`src/bdes_pkg.sv`:
```
// Package: constants for the branch and dispatch event selection block
package bdes_pkg;

  // ****************************************
  // Register map
  // ****************************************
  localparam logic [11:0] BDES_SEL0_OFF = 12'h000;
  localparam logic [11:0] BDES_SEL1_OFF = 12'h004;
  localparam logic [11:0] BDES_CNT0_OFF = 12'h008;
  localparam logic [11:0] BDES_CNT1_OFF = 12'h00c;

  // ****************************************
  // Select register fields
  // ****************************************
  localparam int BDES_CODE_LSB = 0;
  localparam int BDES_MASK_LSB = 8;
  localparam int BDES_EN_BIT = 16;
  localparam int BDES_SEL_W = 17;
  localparam logic [16:0] BDES_SEL_RST = 17'h00000;
  localparam logic [31:0] BDES_CNT_RST = 32'h00000000;
  localparam int BDES_CNT_W = 32;
  localparam int BDES_INC_W = 3;

  // ****************************************
  // Event codes and unit masks
  // ****************************************
  localparam logic [7:0] BDES_EV_IND_MISP = 8'h8e;
  localparam logic [7:0] BDES_EV_RET = 8'h8f;
  localparam logic [7:0] BDES_EV_RET_MISP = 8'h90;
  localparam logic [7:0] BDES_EV_RET_DEC_MISP = 8'h91;
  localparam logic [7:0] BDES_EV_CALL = 8'h92;
  localparam logic [7:0] BDES_EV_CALL_MISP = 8'h93;
  localparam logic [7:0] BDES_EV_IND_CALL = 8'h94;
  localparam logic [7:0] BDES_EV_BUBBLE_A = 8'h97;
  localparam logic [7:0] BDES_EV_BUBBLE_B = 8'h98;
  localparam logic [7:0] BDES_EV_DISP = 8'ha0;
  localparam logic [7:0] BDES_EV_PORT_DISP = 8'ha1;
  localparam logic [7:0] BDES_UM_NONE = 8'h00;
  localparam logic [7:0] BDES_UM_PORT0 = 8'h01;
  localparam logic [7:0] BDES_UM_PORT1 = 8'h02;
  localparam logic [7:0] BDES_UM_PORT2 = 8'h04;
  localparam logic [2:0] BDES_DISP_MAX = 3'h6;

endpackage

```
`src/bdes_top.sv`:
```
// Module: APB event selection and two general counters for branch and dispatch events
// Functional notes
// - Code 8eh mask 00h counts executed mispredicted indirect branches.
// - Codes 8fh, 90h, 91h count all, mispredicted, decode-missed returns.
// - Codes 92h, 93h, 94h count all, mispredicted and indirect calls.
// - Codes 97h and 98h each count taken-prediction one-cycle penalties.
// - Code a0h mask 00h adds micro-ops dispatched per cycle, up to six.
// - Code a1h masks 01h, 02h, 04h count cycles ports 0, 1, 2 dispatched, on counter 0 only.
module bdes_top (
  input wire logic pclk,
  input wire logic presetn,
  input wire logic psel,
  input wire logic penable,
  input wire logic pwrite,
  input wire logic [11:0] paddr,
  input wire logic [31:0] pwdata,
  output logic [31:0] prdata,
  output logic pready,
  output logic pslverr,
  input wire logic ind_br_mispredict,
  input wire logic ret_exec,
  input wire logic ret_mispredict,
  input wire logic ret_decode_mispredict,
  input wire logic call_exec,
  input wire logic call_mispredict,
  input wire logic ind_call_exec,
  input wire logic taken_penalty_a,
  input wire logic taken_penalty_b,
  input wire logic [2:0] dispatch_uops,
  input wire logic [2:0] port_dispatch,
  output logic [2:0] incr0,
  output logic [2:0] incr1
);
  import bdes_pkg::*;

  // ****************************************
  // State
  // ****************************************
  typedef struct packed {
    logic [BDES_SEL_W-1:0] sel0;
    logic [BDES_SEL_W-1:0] sel1;
    logic [BDES_CNT_W-1:0] cnt0;
    logic [BDES_CNT_W-1:0] cnt1;
    logic [2:0] incr0;
    logic [2:0] incr1;
    logic [31:0] rdata;
    logic err;
  } bdes_state_t;

  bdes_state_t st;
  bdes_state_t next_st;
  logic [2:0] dec0;
  logic [2:0] dec1;
  logic setup;
  logic wr_acc;
  logic hit_sel0;
  logic hit_sel1;
  logic hit_cnt0;
  logic hit_cnt1;

  function automatic logic sel_on(input logic [BDES_SEL_W-1:0] s);
    sel_on = s[BDES_EN_BIT];
  endfunction

  // ****************************************
  // Event decoders
  // ****************************************
  bdes_decode u_dec0 (
    .event_code(st.sel0[BDES_CODE_LSB +: 8]),
    .unit_mask(st.sel0[BDES_MASK_LSB +: 8]),
    .port_ok(1'b1),
    .ind_br_mispredict(ind_br_mispredict),
    .ret_exec(ret_exec),
    .ret_mispredict(ret_mispredict),
    .ret_decode_mispredict(ret_decode_mispredict),
    .call_exec(call_exec),
    .call_mispredict(call_mispredict),
    .ind_call_exec(ind_call_exec),
    .taken_penalty_a(taken_penalty_a),
    .taken_penalty_b(taken_penalty_b),
    .dispatch_uops(dispatch_uops),
    .port_dispatch(port_dispatch),
    .incr(dec0)
  );

  // Per-port dispatch is not counted on counter 1
  bdes_decode u_dec1 (
    .event_code(st.sel1[BDES_CODE_LSB +: 8]),
    .unit_mask(st.sel1[BDES_MASK_LSB +: 8]),
    .port_ok(1'b0),
    .ind_br_mispredict(ind_br_mispredict),
    .ret_exec(ret_exec),
    .ret_mispredict(ret_mispredict),
    .ret_decode_mispredict(ret_decode_mispredict),
    .call_exec(call_exec),
    .call_mispredict(call_mispredict),
    .ind_call_exec(ind_call_exec),
    .taken_penalty_a(taken_penalty_a),
    .taken_penalty_b(taken_penalty_b),
    .dispatch_uops(dispatch_uops),
    .port_dispatch(port_dispatch),
    .incr(dec1)
  );

  // ****************************************
  // APB decode
  // ****************************************
  assign setup = psel && !penable;
  assign wr_acc = psel && penable && pwrite;
  assign hit_sel0 = (paddr == BDES_SEL0_OFF);
  assign hit_sel1 = (paddr == BDES_SEL1_OFF);
  assign hit_cnt0 = (paddr == BDES_CNT0_OFF);
  assign hit_cnt1 = (paddr == BDES_CNT1_OFF);

  always_comb begin
    next_st = st;
    next_st.incr0 = sel_on(st.sel0) ? dec0 : 3'h0;
    next_st.incr1 = sel_on(st.sel1) ? dec1 : 3'h0;
    next_st.cnt0 = st.cnt0 + {29'h0, next_st.incr0};
    next_st.cnt1 = st.cnt1 + {29'h0, next_st.incr1};
    if (setup) begin
      next_st.err = !(hit_sel0 || hit_sel1 || hit_cnt0 || hit_cnt1);
      next_st.rdata = 32'h00000000;
      if (!pwrite) begin
        if (hit_sel0) begin
          next_st.rdata = {15'h0, st.sel0};
        end else if (hit_sel1) begin
          next_st.rdata = {15'h0, st.sel1};
        end else if (hit_cnt0) begin
          next_st.rdata = st.cnt0;
        end else if (hit_cnt1) begin
          next_st.rdata = st.cnt1;
        end
      end
    end
    // Software writes win over the same-cycle increment
    if (wr_acc) begin
      if (hit_sel0) begin
        next_st.sel0 = pwdata[BDES_SEL_W-1:0];
      end
      if (hit_sel1) begin
        next_st.sel1 = pwdata[BDES_SEL_W-1:0];
      end
      if (hit_cnt0) begin
        next_st.cnt0 = pwdata;
      end
      if (hit_cnt1) begin
        next_st.cnt1 = pwdata;
      end
    end
  end

  always_ff @(posedge pclk or negedge presetn) begin
    if (!presetn) begin
      st.sel0 <= BDES_SEL_RST;
      st.sel1 <= BDES_SEL_RST;
      st.cnt0 <= BDES_CNT_RST;
      st.cnt1 <= BDES_CNT_RST;
      st.incr0 <= 3'h0;
      st.incr1 <= 3'h0;
      st.rdata <= 32'h00000000;
      st.err <= 1'b0;
    end else begin
      st <= next_st;
    end
  end

  assign prdata = st.rdata;
  assign pready = 1'b1;
  assign pslverr = psel && penable && st.err;
  assign incr0 = st.incr0;
  assign incr1 = st.incr1;

  logic [7:0] code0;
  logic [7:0] mask0;
  logic on0;
  assign code0 = st.sel0[BDES_CODE_LSB +: 8];
  assign mask0 = st.sel0[BDES_MASK_LSB +: 8];
  assign on0 = sel_on(st.sel0);
endmodule

```
`src/bdes_decode.sv`:
```
// Module: maps one event selection to a per-cycle increment
module bdes_decode (
  input wire logic [7:0] event_code,
  input wire logic [7:0] unit_mask,
  input wire logic port_ok,
  input wire logic ind_br_mispredict,
  input wire logic ret_exec,
  input wire logic ret_mispredict,
  input wire logic ret_decode_mispredict,
  input wire logic call_exec,
  input wire logic call_mispredict,
  input wire logic ind_call_exec,
  input wire logic taken_penalty_a,
  input wire logic taken_penalty_b,
  input wire logic [2:0] dispatch_uops,
  input wire logic [2:0] port_dispatch,
  output logic [2:0] incr
);
  import bdes_pkg::*;

  logic [2:0] disp_sat;

  always_comb begin
    disp_sat = (dispatch_uops > BDES_DISP_MAX) ? BDES_DISP_MAX : dispatch_uops;
    incr = 3'h0;
    if (unit_mask == BDES_UM_NONE) begin
      case (event_code)
        BDES_EV_IND_MISP: incr = {2'h0, ind_br_mispredict};
        BDES_EV_RET: incr = {2'h0, ret_exec};
        BDES_EV_RET_MISP: incr = {2'h0, ret_mispredict};
        BDES_EV_RET_DEC_MISP: incr = {2'h0, ret_decode_mispredict};
        BDES_EV_CALL: incr = {2'h0, call_exec};
        BDES_EV_CALL_MISP: incr = {2'h0, call_mispredict};
        BDES_EV_IND_CALL: incr = {2'h0, ind_call_exec};
        BDES_EV_BUBBLE_A: incr = {2'h0, taken_penalty_a};
        BDES_EV_BUBBLE_B: incr = {2'h0, taken_penalty_b};
        BDES_EV_DISP: incr = disp_sat;
        default: incr = 3'h0;
      endcase
    end else if (event_code == BDES_EV_PORT_DISP && port_ok) begin
      case (unit_mask)
        BDES_UM_PORT0: incr = {2'h0, port_dispatch[0]};
        BDES_UM_PORT1: incr = {2'h0, port_dispatch[1]};
        BDES_UM_PORT2: incr = {2'h0, port_dispatch[2]};
        default: incr = 3'h0;
      endcase
    end
  end

endmodule

```
`config.mk`:
```
export PLATFORM = sky130hd
export DESIGN_NAME = bdes_top
export DESIGN_NICKNAME = d
export VERILOG_FILES = /design/src/bdes_pkg.sv /design/src/bdes_top.sv /design/src/bdes_decode.sv
export SDC_FILE = /design/constraint.sdc
export NUM_CORES = 1
export LEC_CHECK = 0
export BUFFER_PORTS_ARGS = -buffer_cell sky130_fd_sc_hd__buf_2
export CAP_MARGIN = 20
export CORE_MARGIN = 3
export CORE_UTILIZATION = 65
export CTS_BUF_LIST = sky130_fd_sc_hd__clkbuf_8
export DETAILED_ROUTE_END_ITERATION = 7
export PLACE_DENSITY = 0.94
export SETUP_SLACK_MARGIN = 0.4
export SYNTH_ARGS = -nofsm -noshare
export SYNTH_HDL_FRONTEND = slang
export SYNTH_SLANG_ARGS = --single-unit
export TNS_END_PERCENT = 50
```
`constraint.sdc`:
```
create_clock -name pclk -period 7.4 [get_ports pclk]
set_clock_uncertainty 0.05 [all_clocks]
set_input_delay 0.37 -clock pclk [delete_from_list [all_inputs] [get_ports pclk]]
set_output_delay 0.37 -clock pclk [all_outputs]
set_load 0.05 [all_outputs]
```
==> results.md, run 1 <==
Detailed routing:
- The detailed router finished its first iteration with 842 violations.
- Once detail routing completed, the nets flagged for antenna violations numbered 0.
- The residual DRC count is 0.
- The per-cell routed wire length is 20.1 um.
- The detail-routed via count per cell is 6.57.
- For this run, the detailed router's first-pass iteration total came to 5.
- The total via count after detailed routing is 6502.
- The routed wire length is 19900 um.

Global routing:
- The first global-routing pass estimated 32000 um of wire.
- The number of antenna violations at the first check in global routing is 0.
- The overall fraction of global-route tracks in use is 31.3%.
- Summed over all layers, the global routing overflow is 0.
- Entering global routing, the biggest net connects 73 pins.
- The number of global-route vias before repair was 6191.

Pwr:
- The analysis attributes to net switching a power of 0.347 mW.
- The part of the power in combinational logic is 4.9%.
- The worst voltage drop across the vdd grid is 0.000230 V.
- In this run, flip-flops and latches consume 49.7% of the power.
- The total power is 1.51 mW.
- Power spread over the standard cell area amounts to 180 mW/mm^2.
- The leakage power is 3.92 nW.
- In this run switching power makes up 22.9% of total power.
- The internal power component is 1.17 mW.
- In this run, the clock network consumes 45.4% of the power.

Cells and area:
- The final net count is 909.
- The share of layout cells above drive strength 1 is 21.3%.
- The footprint of the multi-input gates is 0.00371 mm^2.
- The register cell area after layout is 0.00343 mm^2.
- The layout has 733 filler cells.
- Excluding fillers, the count of instances in the completed layout stands at 990.
- Relative to the synthesized area, the layout overhead comes to 10.0%.
- After routing the design area is 0.00839 mm^2.

Placement:
- The number of cells after detailed placement is 956.
- The global placer's final weighted congestion is 0.897.
- The placed instances occupy a cell area of 0.00792 mm^2.
- Detailed placement finished with a half-perimeter wire length of 13300 um.
- The number of port buffers is 102.

Worst setup path:
- The arrival time at the worst endpoint is 4.41 ns.
- On the critical path the largest part of the delay comes from simple AND/OR/NAND/NOR gates.
- The worst setup path is of the reg2reg kind.
- On the worst path, the slowest cell contributes a delay of 0.72 ns.
- The buffering stage count on the worst path with inverters included is 2.
- STA classifies the critical path startpoint as a register.
- The endpoint class of the critical path is a register.
- The required time of the critical path is 7.66 ns.
- The critical path goes through nor4_1 > nand3_1 > nor3_1 > a2111oi_0 > a2111oi_0 > ha_1 > inv_1 > fa_1 > nor2b_1 > o21ai_0 > buf_4 > nor4_1 > xnor2_1 > a21oi_1.
- On the critical path, the stage with the largest delay is an instance of sky130_fd_sc_hd__a2111oi_0.
- The biggest fanout along the worst timing path is 11.

CTS:
- The clock tree buffer depth is 2.
- The buffer count from post-CTS setup fixing is 0.
- The count of cells resized by post-cts repair is 0.
- The clock transition time at the flip-flop clock pins of the worst setup and hold paths is 0.08 ns.
- The number of buffers added by the clock tree synthesis step is 17.
- TritonCTS built the clock tree.
- The number of sinks driven by the clock tree is 137.
- The later pin in the worst-skew pair is clocked with a latency of 0.44 ns.
- The depth of the CTS H-tree is 4.
- The cell at the root of the clock tree is sky130_fd_sc_hd__clkbuf_8.

Synth:
- The number of synthesized flops with an enable pin is 0.
- When the netlist entered floorplanning its net count stood at 859.
- For this run, the register share of the synthesized area comes to 44.9%.
- For this run, the leading register cell type out of synthesis is sky130_fd_sc_hd__dfrtp_1.
- The number of warnings reported in the yosys synthesis log is 0.
- The register bit total from synthesis is 137.
- The cell area that synthesis handed to floorplanning was 0.00763 mm^2.
- Synthesis handed over a netlist of 787 instances.
- The number of library cell types mapped by synthesis is 53.
- In this run the mean area of a mapped cell was 9.69 um^2.
- The fraction of registers with async set/reset is 100%.

Floorplanning:
- The vertical die dimension is 114 um.
- The effective utilization at floorplan is 68.3%.
- The I/O pin count is 104.
- The number of cell rows is 38.
- The die covers 0.0131 mm^2.
- The x dimension of the die is 114 um.
- The total core area is 0.0112 mm^2.

Timing:
- The final critical-path required period is 4.15 ns.
- Final hold analysis gives a worst-case slack of 0.142 ns.
- At the pin with the least slew margin, the transition time is 0.963 ns.
- Setup repair after global routing left no endpoint under its margin.
- Headroom to the max-slew limit came out at 35.6%.
- The number of hold violations in the final report is 0.
- The final sum of negative setup slack is 0 ns.
- The max-slew violation count is 0.
- The highest clock rate is 0.241 GHz.
- The final number of setup-violating endpoints is 0.
- Of the available clock period, the critical path in the final layout requires 56.1%.

Run:
- The tool flagged a number of max-cap violations equal to 0.

Status:
- The run finished with clean final reports.

Worst hold path:
- The path class of the tightest hold or removal check is in2reg.
placed cells by master, fill, tap and decap left out, types with 2 or more instances in the layout:
master and n:
sky130_fd_sc_hd__o2111ai_1 4, sky130_fd_sc_hd__o221ai_1 17, sky130_fd_sc_hd__bufinv_16 4, sky130_fd_sc_hd__mux2i_1 45, sky130_fd_sc_hd__inv_1 11, sky130_fd_sc_hd__and3_1 10
sky130_fd_sc_hd__clkinv_4 2, sky130_fd_sc_hd__nand3b_1 8, sky130_fd_sc_hd__nor3_1 13, sky130_fd_sc_hd__nand4_1 14, sky130_fd_sc_hd__a31oi_1 3, sky130_fd_sc_hd__ha_1 6
sky130_fd_sc_hd__nor2b_1 8, sky130_fd_sc_hd__nand2_1 60, sky130_fd_sc_hd__buf_4 7, sky130_fd_sc_hd__dfrtp_1 137, sky130_fd_sc_hd__nor2_1 79, sky130_fd_sc_hd__clkbuf_8 20
sky130_fd_sc_hd__o21ai_0 35, sky130_fd_sc_hd__a211o_1 6, sky130_fd_sc_hd__or3_1 4, sky130_fd_sc_hd__nand3_1 19, sky130_fd_sc_hd__a21oi_1 66, sky130_fd_sc_hd__fa_1 2
sky130_fd_sc_hd__a2111oi_0 2, sky130_fd_sc_hd__and2_1 9, sky130_fd_sc_hd__nor4_1 20, sky130_fd_sc_hd__xor2_1 15, sky130_fd_sc_hd__nor4b_1 4, sky130_fd_sc_hd__and4_1 11
sky130_fd_sc_hd__xnor2_1 42, sky130_fd_sc_hd__mux2_2 36, sky130_fd_sc_hd__clkinv_2 3, sky130_fd_sc_hd__buf_2 101
per-layer routing:
metal / share of wire [%] / routed length [um] / vias to the layer above / global-route usage [%]
met2: 48 / 9490 / 413 / 49.5
met4: 2.5 / 507 / 0 / 12.0
li1: - / - / 2880 / -
met1: 41 / 8100 / 3158 / 42.8
met3: 9.0 / 1780 / 51 / 6.55
met5: 0 / 0 / - / 0
worst register-to-register path, stage by stage, from the launching register on:
cell,delay (ns)
sky130_fd_sc_hd__dfrtp_1,0.48
sky130_fd_sc_hd__nor4_1,0.38
sky130_fd_sc_hd__nand3_1,0.16
sky130_fd_sc_hd__nor3_1,0.21
sky130_fd_sc_hd__a2111oi_0,0.09
sky130_fd_sc_hd__a2111oi_0,0.72
sky130_fd_sc_hd__ha_1,0.30
sky130_fd_sc_hd__inv_1,0.06
sky130_fd_sc_hd__fa_1,0.39
sky130_fd_sc_hd__nor2b_1,0.28
sky130_fd_sc_hd__o21ai_0,0.13
sky130_fd_sc_hd__buf_4,0.20
sky130_fd_sc_hd__nor4_1,0.33
sky130_fd_sc_hd__xnor2_1,0.16
sky130_fd_sc_hd__a21oi_1,0.09
sequential cells by signal (all words and copies together), names as in the netlist:
signal	count
incr0	3
mask0	8
code0	8
prdata	32
on0	1
st	82
incr1	3
kinds of logic after synthesis:
group	share of synthesized area (%)
AOI/OAI and AO/OA	11.3
buffers and inverters	6.46
other	0.0492
adders and majority gates	1.51
xor gates and xnor gates	6.55
and+or+nand+nor	18.0
muxes	11.2
DFF	44.9
final timing paths:
path,cells after the start,slack (ns),end,from
worst min-delay path,3,0.14,st[96]$_DFF_PN0_,pwdata[25]
min in group asynchronous,2,0.44,prdata[20]$_DFFE_PN0P_,presetn
worst max-delay path,14,3.25,st[97]$_DFF_PN0_,code0[1]$_DFFE_PN0P_
worst max register to register,14,3.25,st[97]$_DFF_PN0_,code0[1]$_DFFE_PN0P_
max in group asynchronous,3,5.50,prdata[10]$_DFFE_PN0P_,presetn
worst min register to register,2,0.43,prdata[26]$_DFFE_PN0P_,prdata[26]$_DFFE_PN0P_
cell usage after synthesis, types with 9 or more instances:
library cell | n | area (um^2)
sky130_fd_sc_hd__nand4_1 | 14 | 87.6
sky130_fd_sc_hd__mux2i_1 | 45 | 450
sky130_fd_sc_hd__a21oi_1 | 66 | 330
sky130_fd_sc_hd__xor2_1 | 15 | 131
sky130_fd_sc_hd__nor4_1 | 20 | 125
sky130_fd_sc_hd__nor2_1 | 79 | 297
sky130_fd_sc_hd__buf_4 | 39 | 293
sky130_fd_sc_hd__and3_1 | 10 | 62.6
sky130_fd_sc_hd__nor3_1 | 13 | 65.1
sky130_fd_sc_hd__o21ai_0 | 35 | 175
sky130_fd_sc_hd__nand3_1 | 19 | 95.1
sky130_fd_sc_hd__mux2_2 | 36 | 405
sky130_fd_sc_hd__o221ai_1 | 17 | 149
sky130_fd_sc_hd__xnor2_1 | 42 | 368
sky130_fd_sc_hd__nand2_1 | 60 | 225
sky130_fd_sc_hd__and2_1 | 9 | 56.3
sky130_fd_sc_hd__dfrtp_1 | 137 | 3430
sky130_fd_sc_hd__inv_1 | 11 | 41.3
sky130_fd_sc_hd__clkbuf_1 | 34 | 128
sky130_fd_sc_hd__and4_1 | 11 | 96.3
stage by stage:
step / worst slack (ns) / util [%]
after CTS: 3.33 / 74.9
after floorplan: 3.83 / -
after global routing: 2.80 / 75.1
after global placement: 3.46 / 70.9
after detailed placement: 3.33 / 70.9
final: 3.25 / 75.1
power groups by stage:
stage                     clock network (mW)  registers [mW]  logic, mW
after floorplan                            0           0.767     0.0246
after global placement                     0           0.767     0.0710
after detailed placement                   0           0.767     0.0718
after CTS                              0.690           0.752     0.0731
after global routing                   0.726           0.753     0.0797
final                                  0.688           0.753     0.0735
area by class of cell:
type,instances,share of cell area (%)
Sequential cell,137,40.9
Antenna cell,1,0.0298
Tap cell,140,2.09
Clock buffer,20,3.28
Multi-Input combinational cell,559,44.2
Inverter,11,0.492
Timing Repair Buffer,111,7.08
Clock inverter,11,2.01
repair_timing:
action	in CTS	in global routing
setup endpoints to repair	0	0
endpoints found under the hold margin	65	0
hold buffers	1	0
Power figures use the tool's default switching activity.
==> run 2: changes to the inputs <==
--- a/config.mk
+++ b/config.mk
@@ -5,13 +5,14 @@
 export SDC_FILE = /design/constraint.sdc
 export NUM_CORES = 1
 export LEC_CHECK = 0
+export ABC_AREA = 1
 export BUFFER_PORTS_ARGS = -buffer_cell sky130_fd_sc_hd__buf_2
 export CAP_MARGIN = 20
 export CORE_MARGIN = 3
-export CORE_UTILIZATION = 65
+export CORE_UTILIZATION = 55
 export CTS_BUF_LIST = sky130_fd_sc_hd__clkbuf_8
 export DETAILED_ROUTE_END_ITERATION = 7
-export PLACE_DENSITY = 0.94
+export PLACE_DENSITY = 0.84
 export SETUP_SLACK_MARGIN = 0.4
 export SYNTH_ARGS = -nofsm -noshare
 export SYNTH_HDL_FRONTEND = slang
==> constraint.sdc (replaced) <==
create_clock -name pclk -period 3.74 [get_ports pclk]
set_clock_uncertainty 0.05 [all_clocks]
set_input_delay 0.187 -clock pclk [delete_from_list [all_inputs] [get_ports pclk]]
set_output_delay 0.187 -clock pclk [all_outputs]
set_load 0.05 [all_outputs]
==> run 2 against run 1 <==
Against the previous run:
- fmax rose by 30%
- critical path type unchanged
- register-to-register slack worse by 2.7 ns
- largest cell class unchanged
- core utilization is 10 points lower
- design area is 18% higher
- highest routed layer unchanged
- clock power increased by 86%
==> results.md, run 2 <==
Synth:
- The fraction of registers with async set/reset is 100%.
- The sequential element share of the synthesized area is 39.5%.
- In this run the biggest area consumer among cell types represents 39.5% of the synthesized area.
- The commonest register cell after synthesis is sky130_fd_sc_hd__dfrtp_1.
- The register bit total from synthesis is 137.
- The number of warnings reported in the yosys synthesis log is 0.
- The synthesized area is 0.00869 mm^2.
- When the netlist entered floorplanning its net count stood at 1359.
- Counting flops with a built-in enable in the synthesized netlist gives 0.
- In the post-synthesis netlist, the cell with the most instances is sky130_fd_sc_hd__nand2_1.
- Ranked by instance count, the synthesized netlist is headed by 402 x sky130_fd_sc_hd__nand2_1, 183 x sky130_fd_sc_hd__inv_1, 137 x sky130_fd_sc_hd__dfrtp_1.
- The synthesized netlist cell count is 1287.
- The synthesized design spends more area on one cell type than any other, namely sky130_fd_sc_hd__dfrtp_1.
- The number of library cell types mapped by synthesis is 38.
- Ranked by total cell area, the synthesized netlist is headed by sky130_fd_sc_hd__dfrtp_1 39%, sky130_fd_sc_hd__nand2_1 17%, sky130_fd_sc_hd__inv_1 7.9%.
- The mean post-synth cell area is 6.75 um^2.

Timing:
- The final number of setup-violating endpoints is 0.
- Measured against its own limit, the worst slew margin works out to 48.5%.
- The max-slew violation count is 0.
- Setup repair after global routing could not meet its margin everywhere.
- In the final timing run, aggregate negative setup slack is 0 ns.
- The share of the clock period used by the worst path after layout is 85.3%.
- The highest clock rate is 0.313 GHz.
- Across all setup checks in the final design, the least slack found is 0.549 ns.
- The number of hold violations in the final report was 0.
- At the pin with the least slew margin, the transition time is 0.771 ns.
- The final critical-path required period is 3.19 ns.

Pwr:
- The worst voltage drop across the vdd grid is 0.000208 V.
- For this design the static power due to leakage is 5.12 nW.
- The power density over the cells is 297 mW/mm^2.

Placement:
- Timing analysis after detailed placement gives a worst setup slack of 0.405 ns.
- The detailed placer's ending HPWL is 21100 um.
- Summing all placed instances gives a cell area of 0.00906 mm^2.
- The number of cells after detailed placement is 1537.
- The number of port buffers is 102.
- At the end of routability-driven placement, the weighted congestion stood at 0.988.

Worst setup path:
- The required time of the critical path is 4.05 ns.
- The biggest fanout along the worst timing path is 5.
- In this run the worst setup path begins at st[118]$_DFFE_PN0P_.
- Across all register-to-register paths, the minimum setup slack is 0.55 ns.
- At the worst endpoint, the arrival time is 3.50 ns.
- The worst reg2reg path startpoint is st[118]$_DFFE_PN0P_.
- The endpoint identified for the worst register-to-register timing path is st[59]$_DFF_PN0_.
- The launching element type of the critical path is a register.
- The endpoint class of the critical path is a register.
- The critical path ends at st[59]$_DFF_PN0_.
- The cell count of the worst reg-to-reg path is 18.
- The kind of critical path is reg2reg.

Global routing:
- The first-pass GRT wire length is 44800 um.
- The overall fraction of global-route tracks in use is 33.0%.
- The number of antenna violations at the first check in global routing is 0.
- Entering global routing, the biggest net connects 73 pins.
- The number of global-route vias before repair is 8395.
- After global routing the overflow that remains totals 0.

Detailed routing:
- The total via count after detailed routing is 9020.
- The routed wire length is 28600 um.
- In this run the remaining antenna-violating nets after routing total 0.
- The residual DRC count is 0.
- Dividing the detail-routed wire length by the instance count gives 17.8 um.
- Before antenna repair, the detailed router went through 6 iterations.
- After detailed routing, the number of vias per cell comes to 5.62.
- The first routing iteration left 1121 violations.

Floorplanning:
- The floorplan has 45 rows.
- Pin placement for this block handled 104 I/O pins.
- The vertical die dimension is 132 um.
- The total core area is 0.0153 mm^2.
- The effective utilization at floorplan is 56.7%.
- The die footprint is 0.0173 mm^2.
- In this run the horizontal extent of the chip is 132 um.

CTS:
- TritonCTS built the clock tree.
- The clock tree buffer depth is 2.
- The cell at the root of the clock tree is sky130_fd_sc_hd__clkbuf_8.
- The clock transition time at the flip-flop clock pins of the worst setup and hold paths is 0.08 ns.
- The clock tree synthesis step divided the H-tree into 4 levels.
- The latest clock arrival within the worst-skew pair is 0.47 ns.
- The number of buffers added by the clock tree synthesis step is 17.
- The number of sinks driven by the clock tree is 137.

Worst hold path:
- The worst hold path belongs to the class in2reg.

Cells and area:
- The antenna diode count is 0.
- The register with the most flip-flops in the layout has 82 of them.
- Once layout is complete, the utilization of the core stands at 64.8%.
- The register name with the most flops is st.
- The number of fillers in the final layout is 1441.
- The library cells used most frequently in the layout, excluding fill and tap cells, are 400 x sky130_fd_sc_hd__nand2_1, 181 x sky130_fd_sc_hd__inv_1, 135 x sky130_fd_sc_hd__dfrtp_1.
- The finished cells cover 0.00993 mm^2.
- Excluding fillers, the count of instances in the completed layout stands at 1606.
- The synthesis-to-layout area growth is 14.3%.
- The most common library cell in the layout ignoring fill and taps is sky130_fd_sc_hd__nand2_1.
- The final net count is 1454.
- The share of layout cells above drive strength 1 is 14.1%.

Status:
- The run finished with clean final reports.

Run:
- Across the run, the number of max-cap violations was 0.
## run 2: cell types whose count changed after synthesis, moves of 45 or more
cell                      before  now
sky130_fd_sc_hd__mux2i_1      45    0
sky130_fd_sc_hd__nand3_1      19  120
sky130_fd_sc_hd__inv_1        11  183
sky130_fd_sc_hd__a21oi_1      66    9
sky130_fd_sc_hd__nand2_1      60  402
sky130_fd_sc_hd__o21ai_1       0   49
## run 2: kinds of logic (layout without fill, tap and decap cells)
kind of cell,Yosys count,count (layout),synth area share [%]
AO/OA/AOI/OAI,149,149,9.12
XOR/XNOR,15,15,1.51
adder cells (fa/ha/maj),8,8,1.33
buffers and inverters,263,371,13.6
flip-flops,137,137,39.5
other,1,1,0.0432
AND/OR/NAND/NOR,714,714,34.9
## run 2: area by class of cell
cell class,instances,area (um^2),share of cell area (%)
Timing Repair Buffer,145,915,9.21
Clock buffer,18,248,2.50
Clock inverter,14,156,1.58
Multi-Input combinational cell,887,4180,42.1
Sequential cell,137,3430,34.6
Inverter,194,731,7.36
Tap cell,211,264,2.66
## run 2: metal layers
layer / share of wire (%) / track usage, % / vias to the layer above
met5: 0 / 0 / -
met1: 43 / 47.6 / 4097
met2: 42 / 47.0 / 587
li1: - / - / 4234
met3: 12 / 9.26 / 102
met4: 3.7 / 12.5 / 0
## run 2: worst min path at each step
stage / startpoint / end / cells after the start
CTS: pwdata[5] / st[76]$_DFF_PN0_ / 3
detailed placement: presetn / prdata[31]$_DFFE_PN0P_ / 1
global route: pwdata[5] / st[76]$_DFF_PN0_ / 3
finish: pwdata[5] / st[108]$_DFFE_PN0P_ / 3
global placement: presetn / st[102]$_DFF_PN0_ / 1
floorplan: presetn / code0[0]$_DFFE_PN0P_ / 0
## run 2: through the flow
stage / total power, mW / hold WS, ns
after floorplan: 1.56 / -0.159
after global placement: 1.66 / 0.199
after detailed placement: 1.66 / 0.204
after CTS: 2.94 / 0.00552
after global routing: 3.03 / 0.0322
final: 2.94 / 0.0154
## run 2: power breakdown
group	total [mW]	internal (mW)	switching, mW	leakage, nW
registers	1.49	1.48	0.00363	1.87
clock network	1.28	0.668	0.610	0.203
logic	0.178	0.0585	0.119	3.05
## run 2: repair_timing
| action | 4_1_cts | 5_1_grt |
|---|---|---|
| setup buffers | 0 | 7 |
| hold buffers | 30 | 0 |
| pin swaps | 0 | 4 |
| gates resized for setup | 1 | 35 |
| hold endpoints to repair | 119 | 0 |
| setup endpoints to repair | 1 | 23 |
## run 2: critical path, cell delays in order (launching register included)
cell,delay [ns]
sky130_fd_sc_hd__dfrtp_1,0.39
sky130_fd_sc_hd__inv_1,0.09
sky130_fd_sc_hd__nand4_1,0.12
sky130_fd_sc_hd__nor3_1,0.51
sky130_fd_sc_hd__nand2_1,0.17
sky130_fd_sc_hd__a21oi_2,0.16
sky130_fd_sc_hd__ha_2,0.21
sky130_fd_sc_hd__inv_1,0.05
sky130_fd_sc_hd__fa_1,0.38
sky130_fd_sc_hd__inv_1,0.08
sky130_fd_sc_hd__nand2_1,0.06
sky130_fd_sc_hd__nand2_1,0.12
sky130_fd_sc_hd__nand2_4,0.12
sky130_fd_sc_hd__nor2_4,0.12
sky130_fd_sc_hd__nand3_2,0.11
sky130_fd_sc_hd__o21ai_1,0.17
sky130_fd_sc_hd__nand2_1,0.07
sky130_fd_sc_hd__nand2_1,0.05
sky130_fd_sc_hd__nand2_1,0.06
